**src/spi_fr_defs.svh**
```systemverilog
`ifndef SPI_FR_DEFS_SVH
`define SPI_FR_DEFS_SVH
`define OP_FAST_READ  8'h0b
`define OP_SLEEP      8'hb9
`define OP_ID_READ    8'h9f
`define ADDR_W        18
`define ROW_W         15
`define ADDR_LAST     18'h3ffff
`define ADDR_FIRST    18'h00000
`define ID_CONT_N     4'h6
`define ID_MAKER_IDX  4'h6
`define ID_PROD_HI    4'h7
`define ID_PROD_LO    4'h8
`define ID_END        4'h9
`define CLK_PERIOD_NS 4
`define WAKE_REC_NS   400
`define WAKE_REC_CYC  ((`WAKE_REC_NS + `CLK_PERIOD_NS - 1) / `CLK_PERIOD_NS)
`define SCK_HALF      16
`define FR_TX_BITS    12'd40
`define ONE_TX_BITS   12'd8
`define ID_RX_BITS    12'd72
`endif

```
**src/spi_fr_pkg.sv**
```systemverilog
package spi_fr_pkg;
  typedef enum logic [3:0] {
    D_IDLE  = 4'h0,
    D_CMD   = 4'h1,
    D_ADDR  = 4'h2,
    D_DUMMY = 4'h3,
    D_DATA  = 4'h4,
    D_ID    = 4'h5,
    D_ARM   = 4'h6,
    D_SLEEP = 4'h7,
    D_WAKE  = 4'h8,
    D_SKIP  = 4'h9
  } dev_state_t;

  typedef enum logic [2:0] {
    H_IDLE = 3'h0,
    H_LOW  = 3'h1,
    H_HIGH = 3'h2,
    H_TAIL = 3'h3,
    H_REC  = 3'h4
  } host_state_t;

  typedef enum logic [1:0] {
    OP_READ  = 2'h0,
    OP_ID    = 2'h1,
    OP_SLEEP = 2'h2,
    OP_WAKE  = 2'h3
  } host_op_t;
endpackage : spi_fr_pkg

```
**src/spi_link_if.sv**
```systemverilog
`timescale 1ns/1ps
interface spi_link_if;
  logic cs_n;
  logic sck;
  logic si;
  logic so;
  logic so_oe_n;
  logic so_line;

  // Released output reads high, as with a pull-up
  assign so_line = so_oe_n ? 1'b1 : so;

  modport dev (
    input  cs_n,
    input  sck,
    input  si,
    output so,
    output so_oe_n
  );

  modport host (
    output cs_n,
    output sck,
    output si,
    input  so_line
  );
endinterface : spi_link_if

```
**src/spi_dev_end.sv**
```systemverilog
`timescale 1ns/1ps
`include "spi_fr_defs.svh"
module spi_dev_end #(
  parameter logic [7:0] MAKER_CONT = 8'h11, // Arbitrary value
  parameter logic [7:0] MAKER_CODE = 8'h5a, // Arbitrary value
  parameter logic [2:0] FAMILY     = 3'h2,  // Arbitrary value
  parameter logic [4:0] DENSITY    = 5'h03, // Arbitrary value
  parameter logic [1:0] SUB_CODE   = 2'h0,  // Arbitrary value
  parameter logic [2:0] REVISION   = 3'h1,  // Arbitrary value
  parameter int         WAKE_CYC   = `WAKE_REC_CYC
) (
  input  wire logic              clk_i,
  input  wire logic              reset_i,
  spi_link_if.dev                link,
  input  wire logic [63:0]       row_data_i,
  output logic                   row_rd_o,
  output logic [`ROW_W-1:0]      row_addr_o,
  output logic                   asleep_o
);

  // ==========================================================
  // State
  // ==========================================================
  typedef struct packed {
    spi_fr_pkg::dev_state_t st;
    logic [1:0]             cs_s;
    logic [1:0]             sck_s;
    logic [1:0]             si_s;
    logic                   cs_d;
    logic                   sck_d;
    logic [2:0]             bit_n;
    logic [1:0]             byte_n;
    logic [7:0]             sh;
    logic [`ADDR_W-1:0]     addr;
    logic [63:0]            row;
    logic                   row_rd;
    logic [3:0]             id_n;
    logic [15:0]            wake_n;
    logic                   so;
    logic                   so_oe_n;
    logic                   asleep;
  } dev_reg_t;

  localparam dev_reg_t RESET_VAL = '{
    st:      spi_fr_pkg::D_IDLE,
    cs_s:    2'h3,
    sck_s:   2'h0,
    si_s:    2'h0,
    cs_d:    1'b1,
    sck_d:   1'b0,
    bit_n:   3'h0,
    byte_n:  2'h0,
    sh:      8'h00,
    addr:    18'h00000,
    row:     64'h0,
    row_rd:  1'b0,
    id_n:    4'h0,
    wake_n:  16'h0000,
    so:      1'b0,
    so_oe_n: 1'b1,
    asleep:  1'b0
  };

  localparam logic [15:0] WAKE_LAST = 16'(WAKE_CYC - 1);
  localparam logic [15:0] PRODUCT   = {FAMILY, DENSITY, SUB_CODE, REVISION, 3'h0};

  dev_reg_t q;
  dev_reg_t d;

  // ==========================================================
  // Decoding
  // ==========================================================
  function automatic logic [7:0] id_byte(input logic [3:0] n);
    if (n < `ID_CONT_N) begin
      id_byte = MAKER_CONT;
    end else if (n == `ID_MAKER_IDX) begin
      id_byte = MAKER_CODE;
    end else if (n == `ID_PROD_HI) begin
      id_byte = PRODUCT[15:8];
    end else if (n == `ID_PROD_LO) begin
      id_byte = PRODUCT[7:0];
    end else begin
      id_byte = 8'h00;
    end
  endfunction : id_byte

  function automatic logic [7:0] row_byte(input logic [63:0] row, input logic [2:0] idx);
    row_byte = row[{idx, 3'h0} +: 8];
  endfunction : row_byte

  logic       cs_rise;
  logic       cs_fall;
  logic       sck_rise;
  logic       sck_fall;
  logic [7:0] byte_in;
  logic       byte_end;
  logic [7:0] out_b;

  assign cs_rise  = q.cs_s[1] & ~q.cs_d;
  assign cs_fall  = ~q.cs_s[1] & q.cs_d;
  assign sck_rise = q.sck_s[1] & ~q.sck_d;
  assign sck_fall = ~q.sck_s[1] & q.sck_d;
  assign byte_in  = {q.sh[6:0], q.si_s[1]};
  assign byte_end = (q.bit_n == 3'h7);

  // ==========================================================
  // Next state
  // ==========================================================
  always_comb begin
    d        = q;
    d.cs_s   = {q.cs_s[0], link.cs_n};
    d.sck_s  = {q.sck_s[0], link.sck};
    d.si_s   = {q.si_s[0], link.si};
    d.cs_d   = q.cs_s[1];
    d.sck_d  = q.sck_s[1];
    d.row_rd = 1'b0;
    out_b    = 8'h00;
    // Row buffer loads in the cycle the read strobe is out
    if (q.row_rd) begin
      d.row = row_data_i;
    end
    if (cs_rise && q.st != spi_fr_pkg::D_WAKE) begin
      d.so_oe_n = 1'b1;
      d.bit_n   = 3'h0;
      d.byte_n  = 2'h0;
      if (q.st == spi_fr_pkg::D_ARM || q.st == spi_fr_pkg::D_SLEEP) begin
        d.st     = spi_fr_pkg::D_SLEEP;
        d.asleep = 1'b1;
      end else begin
        d.st = spi_fr_pkg::D_IDLE;
      end
    end else begin
      case (q.st)
        spi_fr_pkg::D_IDLE: begin
          if (cs_fall) begin
            d.st    = spi_fr_pkg::D_CMD;
            d.bit_n = 3'h0;
          end
        end
        spi_fr_pkg::D_CMD, spi_fr_pkg::D_ADDR, spi_fr_pkg::D_DUMMY: begin
          if (sck_rise) begin
            d.sh    = byte_in;
            d.bit_n = q.bit_n + 3'h1;
            if (byte_end) begin
              case (q.st)
                spi_fr_pkg::D_CMD: begin
                  d.byte_n = 2'h0;
                  d.id_n   = 4'h0;
                  if (byte_in == `OP_FAST_READ) begin
                    d.st = spi_fr_pkg::D_ADDR;
                  end else if (byte_in == `OP_ID_READ) begin
                    d.st = spi_fr_pkg::D_ID;
                  end else if (byte_in == `OP_SLEEP) begin
                    d.st = spi_fr_pkg::D_ARM;
                  end else begin
                    d.st = spi_fr_pkg::D_SKIP;
                  end
                end
                spi_fr_pkg::D_ADDR: begin
                  // Only the low bits of the last three bytes survive
                  d.addr   = {q.addr[9:0], byte_in};
                  d.byte_n = q.byte_n + 2'h1;
                  if (q.byte_n == 2'h2) begin
                    d.st = spi_fr_pkg::D_DUMMY;
                  end
                end
                default: begin
                  // Dummy byte done: fetch the first row
                  d.st     = spi_fr_pkg::D_DATA;
                  d.row_rd = 1'b1;
                end
              endcase
            end
          end
        end
        spi_fr_pkg::D_DATA, spi_fr_pkg::D_ID: begin
          // Input line is not looked at here
          if (sck_fall) begin
            if (q.bit_n == 3'h0) begin
              out_b = (q.st == spi_fr_pkg::D_DATA) ? row_byte(q.row, q.addr[2:0]) : id_byte(q.id_n);
            end else begin
              out_b = q.sh;
            end
            d.so      = out_b[7];
            d.so_oe_n = 1'b0;
            d.sh      = {out_b[6:0], 1'b0};
            d.bit_n   = q.bit_n + 3'h1;
            if (byte_end && q.st == spi_fr_pkg::D_DATA) begin
              d.addr = (q.addr == `ADDR_LAST) ? `ADDR_FIRST : q.addr + 18'h00001;
              if (q.addr[2:0] == 3'h7) begin
                d.row_rd = 1'b1;
              end
            end else if (byte_end && q.id_n != `ID_END) begin
              d.id_n = q.id_n + 4'h1;
            end
          end
        end
        spi_fr_pkg::D_SLEEP: begin
          // Clock and data input are never consulted here, only select edges
          d.so_oe_n = 1'b1;
          if (cs_fall) begin
            d.st     = spi_fr_pkg::D_WAKE;
            d.wake_n = 16'h0000;
          end
        end
        spi_fr_pkg::D_WAKE: begin
          d.so_oe_n = 1'b1;
          d.wake_n  = q.wake_n + 16'h0001;
          if (q.wake_n == WAKE_LAST) begin
            d.asleep = 1'b0;
            d.bit_n  = 3'h0;
            // A frame still open at the end is thrown away whole
            d.st     = q.cs_s[1] ? spi_fr_pkg::D_IDLE : spi_fr_pkg::D_SKIP;
          end
        end
        spi_fr_pkg::D_ARM, spi_fr_pkg::D_SKIP: begin
          d.st = q.st;
        end
        default: begin
          d.st = spi_fr_pkg::D_IDLE;
        end
      endcase
    end
  end

  // ==========================================================
  // Registers
  // ==========================================================
  always_ff @(posedge clk_i or posedge reset_i) begin
    if (reset_i) begin
      q <= RESET_VAL;
    end else begin
      q <= d;
    end
  end

  assign link.so      = q.so;
  assign link.so_oe_n = q.so_oe_n;
  assign row_rd_o     = q.row_rd;
  assign row_addr_o   = q.addr[`ADDR_W-1:3];
  assign asleep_o     = q.asleep;

endmodule : spi_dev_end

```
**src/flat_wrapper.sv**
```systemverilog
// flat-port wrapper written by rule: the top's interface ports become plain ports
module spi_dev_end_flat 
#(
  parameter logic [7:0] MAKER_CONT = 8'h11,                   
  parameter logic [7:0] MAKER_CODE = 8'h5a,                   
  parameter logic [2:0] FAMILY     = 3'h2,                    
  parameter logic [4:0] DENSITY    = 5'h03,                   
  parameter logic [1:0] SUB_CODE   = 2'h0,                    
  parameter logic [2:0] REVISION   = 3'h1,                    
  parameter int         WAKE_CYC   = `WAKE_REC_CYC
)
  (clk_i, reset_i, row_data_i, row_rd_o, row_addr_o, asleep_o, link_cs_n, link_sck, link_si, link_so, link_so_oe_n);
  spi_link_if link_i ();
  input  wire logic clk_i;
  input  wire logic reset_i;
  input  wire logic [63:0] row_data_i;
  output logic row_rd_o;
  output logic [`ROW_W-1:0] row_addr_o;
  output logic asleep_o;
  input wire logic [$bits(link_i.cs_n)-1:0] link_cs_n;
  input wire logic [$bits(link_i.sck)-1:0] link_sck;
  input wire logic [$bits(link_i.si)-1:0] link_si;
  output wire logic [$bits(link_i.so)-1:0] link_so;
  output wire logic [$bits(link_i.so_oe_n)-1:0] link_so_oe_n;
  assign link_i.cs_n = link_cs_n;
  assign link_i.sck = link_sck;
  assign link_i.si = link_si;
  assign link_so = link_i.so;
  assign link_so_oe_n = link_i.so_oe_n;
  spi_dev_end #(.MAKER_CONT(MAKER_CONT), .MAKER_CODE(MAKER_CODE), .FAMILY(FAMILY), .DENSITY(DENSITY), .SUB_CODE(SUB_CODE), .REVISION(REVISION), .WAKE_CYC(WAKE_CYC)) u_core (.clk_i(clk_i), .reset_i(reset_i), .link(link_i), .row_data_i(row_data_i), .row_rd_o(row_rd_o), .row_addr_o(row_addr_o), .asleep_o(asleep_o));
endmodule
```
**config.mk**
```make
export PLATFORM = sky130hd
export DESIGN_NAME = spi_dev_end_flat
export DESIGN_NICKNAME = d
export VERILOG_FILES = /design/src/spi_fr_pkg.sv /design/src/spi_link_if.sv /design/src/spi_dev_end.sv /design/src/flat_wrapper.sv
export VERILOG_INCLUDE_DIRS = /design/src
export SDC_FILE = /design/constraint.sdc
export NUM_CORES = 1
export LEC_CHECK = 0
export BUFFER_PORTS_ARGS = -buffer_cell sky130_fd_sc_hd__buf_2
export CAP_MARGIN = 10
export CELL_PAD_IN_SITES_DETAIL_PLACEMENT = 0
export CELL_PAD_IN_SITES_GLOBAL_PLACEMENT = 1
export CORE_ASPECT_RATIO = 1.5
export CORE_MARGIN = 2
export CORE_UTILIZATION = 40
export DETAILED_ROUTE_END_ITERATION = 8
export PLACE_DENSITY = 0.74
export RECOVER_POWER = 25
export SLEW_MARGIN = 20
export SYNTH_ARGS = -nofsm -noshare
export SYNTH_HDL_FRONTEND = slang
export SYNTH_SLANG_ARGS = --single-unit
```
**constraint.sdc**
```tcl
create_clock -name clk_i -period 9.8 [get_ports clk_i]
set_input_delay 0.98 -clock clk_i [delete_from_list [all_inputs] [get_ports clk_i]]
set_output_delay 0.98 -clock clk_i [all_outputs]
set_load 0.1 [all_outputs]
```
==> Yosys cells after proc, flatten, opt, wreduce, memory -nomap -nowiden <==
Cells that the tools add are included.
{ "classes": {"bitwise_logic": 9, "mux": 55, "magnitude_cmp": 1, "addsub": 5, "shift": 1, "eq_ne": 40, "n_reduce_logical": 31} }
{ "ops": {"columns": ["operator", "count"], "rows": [
  ["2-to-1 mux 18 bit", 4],
  ["variable part select 64 x 7 -> 8 bit", 1],
  ["2-to-1 mux 4 bit", 15],
  ["one-hot mux 26 bit (2 select lines)", 1],
  ["2-to-1 mux 8 bit", 5],
  ["one-hot mux 16 bit (2 select lines)", 1],
  ["2-to-1 mux 31 bit", 1],
  ["2-to-1 mux 26 bit", 1],
  ["== test 4 x 3 -> 1 bit, second input constant", 6],
  ["2-to-1 mux 22 bit", 1],
  ["2-to-1 mux 5 bit", 4],
  ["one-hot mux 4 bit (5 select lines)", 1],
  ["adder 18 x 1 -> 18 bit, second input constant", 1],
  ["== test 18 bit, second input constant", 1],
  ["!= test 2 x 1 -> 1 bit, second input constant", 9],
  ["!= test 3 x 1 -> 1 bit, second input constant", 6],
  ["adder 16 x 1 -> 16 bit, second input constant", 1],
  ["== test 16 x 7 -> 1 bit, second input constant", 1],
  ["== test 8 bit, second input constant", 2],
  ["2-to-1 mux 16 bit", 1],
  ["AND reduction 7 bit", 2],
  ["nonzero test 2 bit", 7],
  ["== test 4 bit, second input constant", 3],
  ["2-to-1 mux 3 bit", 4],
  ["35 further kinds", 63]
]} }
{ "word_totals": {"input_bits": 69, "regBits": 131} }

==> Depth between registers and ports, before layout <==
Gate-level depths: netlist of run 1.
{ "logic_depth": {"ltp_word": 10, "ltp_mapped": 9, "ltp_nobuf": 7} }

==> Worst setup path before layout of run 1 <==
Ideal clock, no wire load.
{ "synth_path": {"path_type": "reg-to-reg", "startpoint": "reg u_core.q (netlist bit u_core.row_rd_o)", "endpoint": "reg u_core.q[24] (netlist name)", "setup_time_ns": 0.125, "path_stages_with_launch": 4, "arrival_ns": 1.984, "path_buffers": 2, "synth_period_minus_slack_ns": 2.109, "slack_ns": 7.691, "path_cell_list": "dfrtp_1 > clkbuf_1 > clkbuf_1 > mux2_2"} }
{ "synth_rtl": {"columns": ["item", "line", "rtl"], "rows": [
  ["start: declaration", "spi_dev_end.sv:67", "dev_reg_t q;"],
  ["start signal: assignment", "spi_dev_end.sv:231", "q <= RESET_VAL;"],
  ["start signal: assignment", "spi_dev_end.sv:233", "q <= d;"]
]} }
No word-level cell between the ends.

==> results by group, run 1 <==
Status
  • Outcome: complete, but fails checks
  • Failing checks: max-capacitance violations, max-slew violations

Synth
  • Synth Area in Compound Gates: 13.5%
  • #FFs+latches synth: 131
  • Yosys warnings: 0
  • Post-synth ARST share: 100%
  • Post-synthesis sequential area ratio: approximately 47%
  • Mux cell area share after synthesis: 18.2%
  • Post-synth EDFFs: 0
  • Post-Syn Area: 6920 µm²
  • Simple-gate share of the synthesized area: 13.8%
  • Syn Nets: 706
  • Number of distinct library cells after synthesis: 71
  • Synth Area per Inst: 11.1 µm²
  • Largest family of logic cells by synthesized area: multiplexers
  • Post-Synth Adder-Cell Area: a little under 2%
  • Cells after Synth: approximately 630
  • Ys flop type: dfrtp_1
  • Post-synthesis xor/xnor area fraction: 0%

Flow run
  • Max-cap violations: 1

Place
  • PortBufs: 87
  • DP HPWL: between 10000 and 15000 µm
  • Global placer's final weighted congestion: 0.819
  • Cell Count Post-Placement: 875

Timing
  • Slew of the pin with the lowest slew margin: approximately 2.8 ns
  • Setup_tns: 0 ns
  • Final-report hold violation count: 0
  • Relative slew slack: -84.7%
  • F_max: 315 MHz
  • RSZ-0062 raised after global routing: no
  • Clock Skew: 0.00731 ns
  • Fin crit share: 32.4%
  • Pins Over Slew Limit: 65
  • Min Tclk post-route: around 3.2 ns
  • Final setup vio count: 0

GRT
  • First-pass GRT wire length: between 20000 and 30000 µm
  • Gr ovfl total: 0
  • Vias in the first global route: 5441
  • Initial antenna violation count: 0
  • Largest net degree at the start of global routing: just under 70
  • Gr usage total: 18.4%

CTS
  • Post-CTS Setup Repair Bufs: 0
  • Clk Latency, worst-skew pair: 0.42 ns
  • CTS sink count: 131
  • Post-cts resize count: 0
  • Longest Clk Path Bufs: 2
  • Clock transition at path regs: ~0.06 ns
  • CTS H-tree depth: 4
  • Root buf cell: clkbuf_16
  • CTS tree: yes
  • TritonCTS Buffers: 17
  • Hold_buf cts: 0

Finish
  • Total Nets Final: 764
  • Area Growth Syn to Fin: 15.1%
  • Layout cells sized above 1: between 30% and 40%
  • N_diodes: 0
  • Most frequent cells in the layout: 126 x dfrtp_1, 87 x buf_2, 69 x mux2_2
  • Fin cells: 907
  • Most common cell after layout, fill and taps aside: dfrtp_1

Floorplan
  • Die Width: 111 µm
  • Initial Utilization: around two fifths
  • # rows: 58
  • Area of the core: 16800 µm²
  • Die area: approximately 18000 µm²
  • Die height: around 170 µm
  • # IOs: just under 90

Route
  • Vias per inst: 5.73
  • DR vias: 5199
  • Initial drt markers: 334
  • WL final: 16400 µm
  • DRC viols: 0
  • Drt wl/cell: 18.1 µm
  • DRT Pass-1 Iters: 5
  • Post-route ant nets: 0

Critical path
  • Critical-path maximum fanout: 68
  • WP data required: approximately 10 ns
  • Crit start category: input port
  • CP Capture Type: async pin
  • Cells on worst reg2reg path: 5
  • Critical path type: in2async
  • WP data arrival: about 3.6 ns

Pwr
  • Power density cells: 254 nW/µm²
  • Worst VDD drop: 0.000120 V
  • LEAKAGE: 3.62 nW

Hold path
  • WHS Path Cells: 0
  • HP Class: reg2reg
-- final cells by class --
class,count,area [µm²]
well taps,210,263
clock buffers,18,439
multi-input cells,427,3290
fillers,1579,8870
flip-flops and latches,131,3280
clock inverters,14,164
repair buffers,91,465
inverters,16,61.3
-- metrics by stage --
stage	area, µm²	setup WS, ns	power, mW	hold WS, ns	utilization (%)
final	7970	6.63	2.02	0.349	47.3
after global routing	7970	6.01	2.12	0.352	47.3
after CTS	7970	6.73	2.04	0.349	47.3
after detailed placement	7360	6.71	1.39	0.335	43.7
after global placement	7360	6.86	1.37	0.334	43.7
after floorplan	6920	5.33	1.28	0.331	-
-- flip-flops by register name, indices dropped and copies added, names as in the netlist --
| signal | cells |
|---|---|
| u_core.asleep_o | 1 |
| u_core.byte_in | 8 |
| u_core.link.so_oe_n | 1 |
| u_core.row_rd_o | 1 |
| u_core.row_addr_o | 15 |
| u_core.q | 99 |
| u_core.link.so | 1 |
| u_core.d | 5 |
-- critical path: stages --
cell        delay, ns
buf_2            0.10
clkinvlp_2       1.53
buf_4            0.90
-- where the power goes --
part | total [mW] | switching (mW) | internal, mW
clock | 0.647 | 0.258 | 0.389
combinational | 0.614 | 0.428 | 0.186
sequential | 0.759 | 0.150 | 0.609
-- synth_stat cells (all sizes together) (3+ instances only) --
library cell	n	area (µm²)
nor2	36	138
buf	38	239
nand4b	3	26.3
nor3b	4	35.0
o211ai	7	52.6
mux2i	11	110
nor2b	8	50.1
a31oi	4	25.0
o31ai	8	60.1
inv	16	60.1
mux2	70	788
mux4	16	360
dfstp	4	105
dfrtp	127	3180
nand3b	5	37.5
nor3	8	45.0
o21ai	40	204
o311ai	3	33.8
nor4	7	43.8
a221oi	6	52.6
nand4	12	75.1
a21oi	30	150
clkbuf	14	52.6
and3	10	62.6
a211oi	4	30.0
o21a	3	22.5
nand3	22	115
o22ai	5	31.3
a22o	3	26.3
o2bb2ai	3	26.3
o41ai	3	26.3
ha	11	138
nand2	45	169
a22oi	3	22.5
nand2b	6	37.5
-- worst paths after layout --
| path | startpoint | end | slack (ns) |
|---|---|---|---|
| setup reg to reg | u_core.q[129] | u_core.row_addr_o[7] | 6.65 |
| hold / removal | u_core.d[122] | u_core.byte_in[0] | 0.35 |
| setup / recovery | reset_i | u_core.row_addr_o[1] | 6.63 |
| max in group clk_i | u_core.q[129] | u_core.row_addr_o[7] | 6.65 |
| hold reg to reg | u_core.d[122] | u_core.byte_in[0] | 0.35 |
| min in group asynchronous | reset_i | u_core.q[73] | 1.31 |
-- per-layer routing --
| metal | share of wire, % | up-vias | global-route usage [%] |
|---|---|---|---|
| met4 | 1.6 | 0 | 6.62 |
| met2 | 53 | 137 | 33.0 |
| met5 | 0 | - | 0 |
| li1 | - | 2440 | - |
| met3 | 4.5 | 19 | 4.42 |
| met1 | 41 | 2603 | 21.7 |
-- cell families (layout without fill, tap and decap cells) --
| group | after synthesis | count (layout) |
|---|---|---|
| compound gates | 141 | 141 |
| flops | 131 | 131 |
| simple gates | 178 | 178 |
| buf+inv | 68 | 139 |
| mux | 97 | 97 |
| fa+ha+maj | 11 | 11 |
No activity file was read; power rests on OpenSTA's default activity.
==> run 2, diff against run 1 <==
Clock period 9.8 ns to 3.2 ns, I/O delays scaled along.
==> run 2 against run 1 <==
The run now ends clean. Via count rose by 1.1%. Sequential power rose to 2.9 times the previous value. Count of clock-buffer cells in the layout rose by 1. Flip-flop and latch count did not move. Final area rose by 1.9%.
==> results by group, run 2 (synthesized netlist as in run 1, its figures left out) <==
Pwr
  • Net Sw Frac: 40.7% (-0.67 points)
  • LEAKAGE: 3.72 nW (+2.6%)
  • Power density cells: 771 nW/µm² (+200%)
  • Share of total power in the clock network: 32.3% (+0.3 points)
  • Comb pwr share: 32.4% (+2.0 points)
  • Switching Power: 2.55 mW (+200%)
  • Sequential power share: 35.3% (-2.3 points)
  • Worst VDD drop: 0.000387 V (+220%)
  • P_int: 3.71 mW (+210%)

Place
  • PortBufs: 87 (unchanged)
  • Global placer's final weighted congestion: 0.794 (-3.0%)
  • DP HPWL: 11900 µm (+3.5%)
  • DP Area: 7490 µm² (+1.7%)
  • Cell Count Post-Placement: 888 (+1.5%)

GRT
  • First-pass GRT wire length: 27700 µm (+1.2%)
  • Largest net degree at the start of global routing: 58 (-16%)
  • Initial antenna violation count: 0 (unchanged)
  • Vias in the first global route: 5481 (+0.74%)
  • Gr usage total: 18.9% (+0.48 points)
  • Gr ovfl total: 0 (unchanged)

Critical path
  • Critical-path maximum fanout: 24 (-65%)
  • CP Capture Type: flop
  • WP data arrival: 2.89 ns (-0.71 ns)
  • Crit start category: flop
  • WP data required: 3.54 ns (-6.69 ns)
  • Critical path type: reg2reg

CTS
  • CTS sink count: 131 (unchanged)
  • Clock transition at path regs: 0.06 ns (about the same)
  • Longest Clk Path Bufs: 2 (unchanged)
  • Post-cts resize count: 0 (unchanged)
  • Clk Latency, worst-skew pair: 0.42 ns (about the same)
  • Root buf cell: clkbuf_16
  • Post-CTS Setup Repair Bufs: 0 (unchanged)
  • CTS H-tree depth: 4 (unchanged)
  • CTS tree: yes
  • TritonCTS Buffers: 17 (unchanged)

Finish
  • Fin area: 8120 µm² (+1.9%)
  • Fillers: 1588 (+0.57%)
  • Reg with most FFs: u_core.q
  • Most common cell after layout, fill and taps aside: dfrtp_1
  • Final Util: 48.2% (+0.88 points)
  • Total Nets Final: 781 (+2.2%)
  • Max reg flops: 99 (unchanged)
  • Area Growth Syn to Fin: 17.2%
  • Most frequent cells in the layout: 127 x dfrtp_1, 87 x buf_2, 68 x mux2_2
  • Layout cells sized above 1: 32.5% (+0.50 points)
  • N_diodes: 0 (unchanged)
  • Fin cells: 924 (+1.9%)

Timing
  • Slew of the pin with the lowest slew margin: 1.44 ns (-1.31 ns)
  • F_max: 392 MHz
  • Clock Skew: 0.00833 ns (+0.00102 ns)
  • Pins Over Slew Limit: 0 (-100%)
  • Final-report hold violation count: 0 (unchanged)
  • Min Tclk post-route: between 2 and 3 ns
  • Final setup vio count: 0 (unchanged)
  • RSZ-0062 raised after global routing: no
  • Setup_tns: 0 ns (unchanged)
  • Relative slew slack: 3.99% (+89 points)
  • Fin crit share: 79.8%

Flow run
  • Max-cap violations: 0 (-1)

Floorplan
  • # rows: 58 (unchanged)
  • Die area: 18400 µm² (unchanged)
  • # IOs: 88 (unchanged)
  • Die Width: 111 µm (unchanged)
  • Area of the core: 16800 µm² (unchanged)
  • Die height: 165 µm (unchanged)
  • Initial Utilization: 41.1% (unchanged)

Status
  • Outcome: complete, no violations

Route
  • Drt wl/cell: 18.0 µm (-0.88%)
  • WL final: 16600 µm (+0.97%)
  • Post-route ant nets: 0 (unchanged)
  • DRC viols: 0 (unchanged)
  • DR vias: 5258 (+1.1%)
  • Vias per inst: 5.69 (-0.73%)
  • DRT Pass-1 Iters: 6 (+1)
  • Initial drt markers: 313 (-6.3%)

Hold path
  • HP Class: in2reg
[run 2: cell count changes in the layout (fill, tap and decap cells not counted), sizes merged]
cell and change:
buf +12, dlygate4sd3 +4, clkbuf +2, clkinv +2
clkinvlp -2, inv -2, bufinv +1
[run 2: repair_timing]
action	in CTS	in global routing
hold endpoints to repair	18	1
setup endpoints to repair	0	0
hold buffers	3	1
[run 2: layout make-up]
type,count,area [µm²],area share [%]
clock inverter,13,173,2.13
multi-input combinational,427,3290,40.5
clock buffer,19,433,5.33
tap,210,263,3.24
sequential,131,3280,40.5
inverter,16,61.3,0.755
timing repair buffer,108,613,7.55
[run 2: critical path, cell delays in order, from the launching register on]
cell and delay [ns]:
dfrtp_1 0.65, or3b_1 0.78, a41oi_1 0.68, a221oi_1 0.18, nor2_1 0.16
[run 2: final timing paths]
kind	start	end	slack (ns)	cells after the start
setup reg to reg	u_core.q[128]	u_core.q[89]	0.65	4
max in group asynchronous	reset_i	u_core.q[58]	0.84	4
hold / removal	row_data_i[42]	u_core.q[66]	0.12	2
setup / recovery	u_core.q[128]	u_core.q[89]	0.65	4
min in group asynchronous	reset_i	u_core.q[65]	0.54	3
hold reg to reg	u_core.d[122]	u_core.byte_in[0]	0.35	0
[run 2: layer usage]
metal	GRT usage, %	vias up	routed length (µm)
met5	0	-	0
met4	7.91	0	413
met3	4.42	31	734
met2	33.6	133	8660
met1	22.0	2613	6790
li1	-	2481	-
[run 2: power by group through the flow]
stage	clock, mW	sequential [mW]	combinational [mW]
2_1_floorplan	0	2.10	1.81
3_3_place_gp	0	2.23	2.02
3_5_place_dp	0	2.24	2.04
4_1_cts	2.07	2.21	2.05
5_1_grt	2.14	2.26	2.19
6_report	2.02	2.21	2.03
[run 2: metrics by stage]
step / setup slack, ns / total power, mW / hold WS (ns)
floorplan: 1.09 / 3.91 / 0.324
finish: 0.648 / 6.26 / 0.125
global placement: 0.774 / 4.25 / 0.333
global route: 0.371 / 6.59 / 0.110
CTS: 0.692 / 6.32 / 0.00141
detailed placement: 0.709 / 4.28 / 0.340
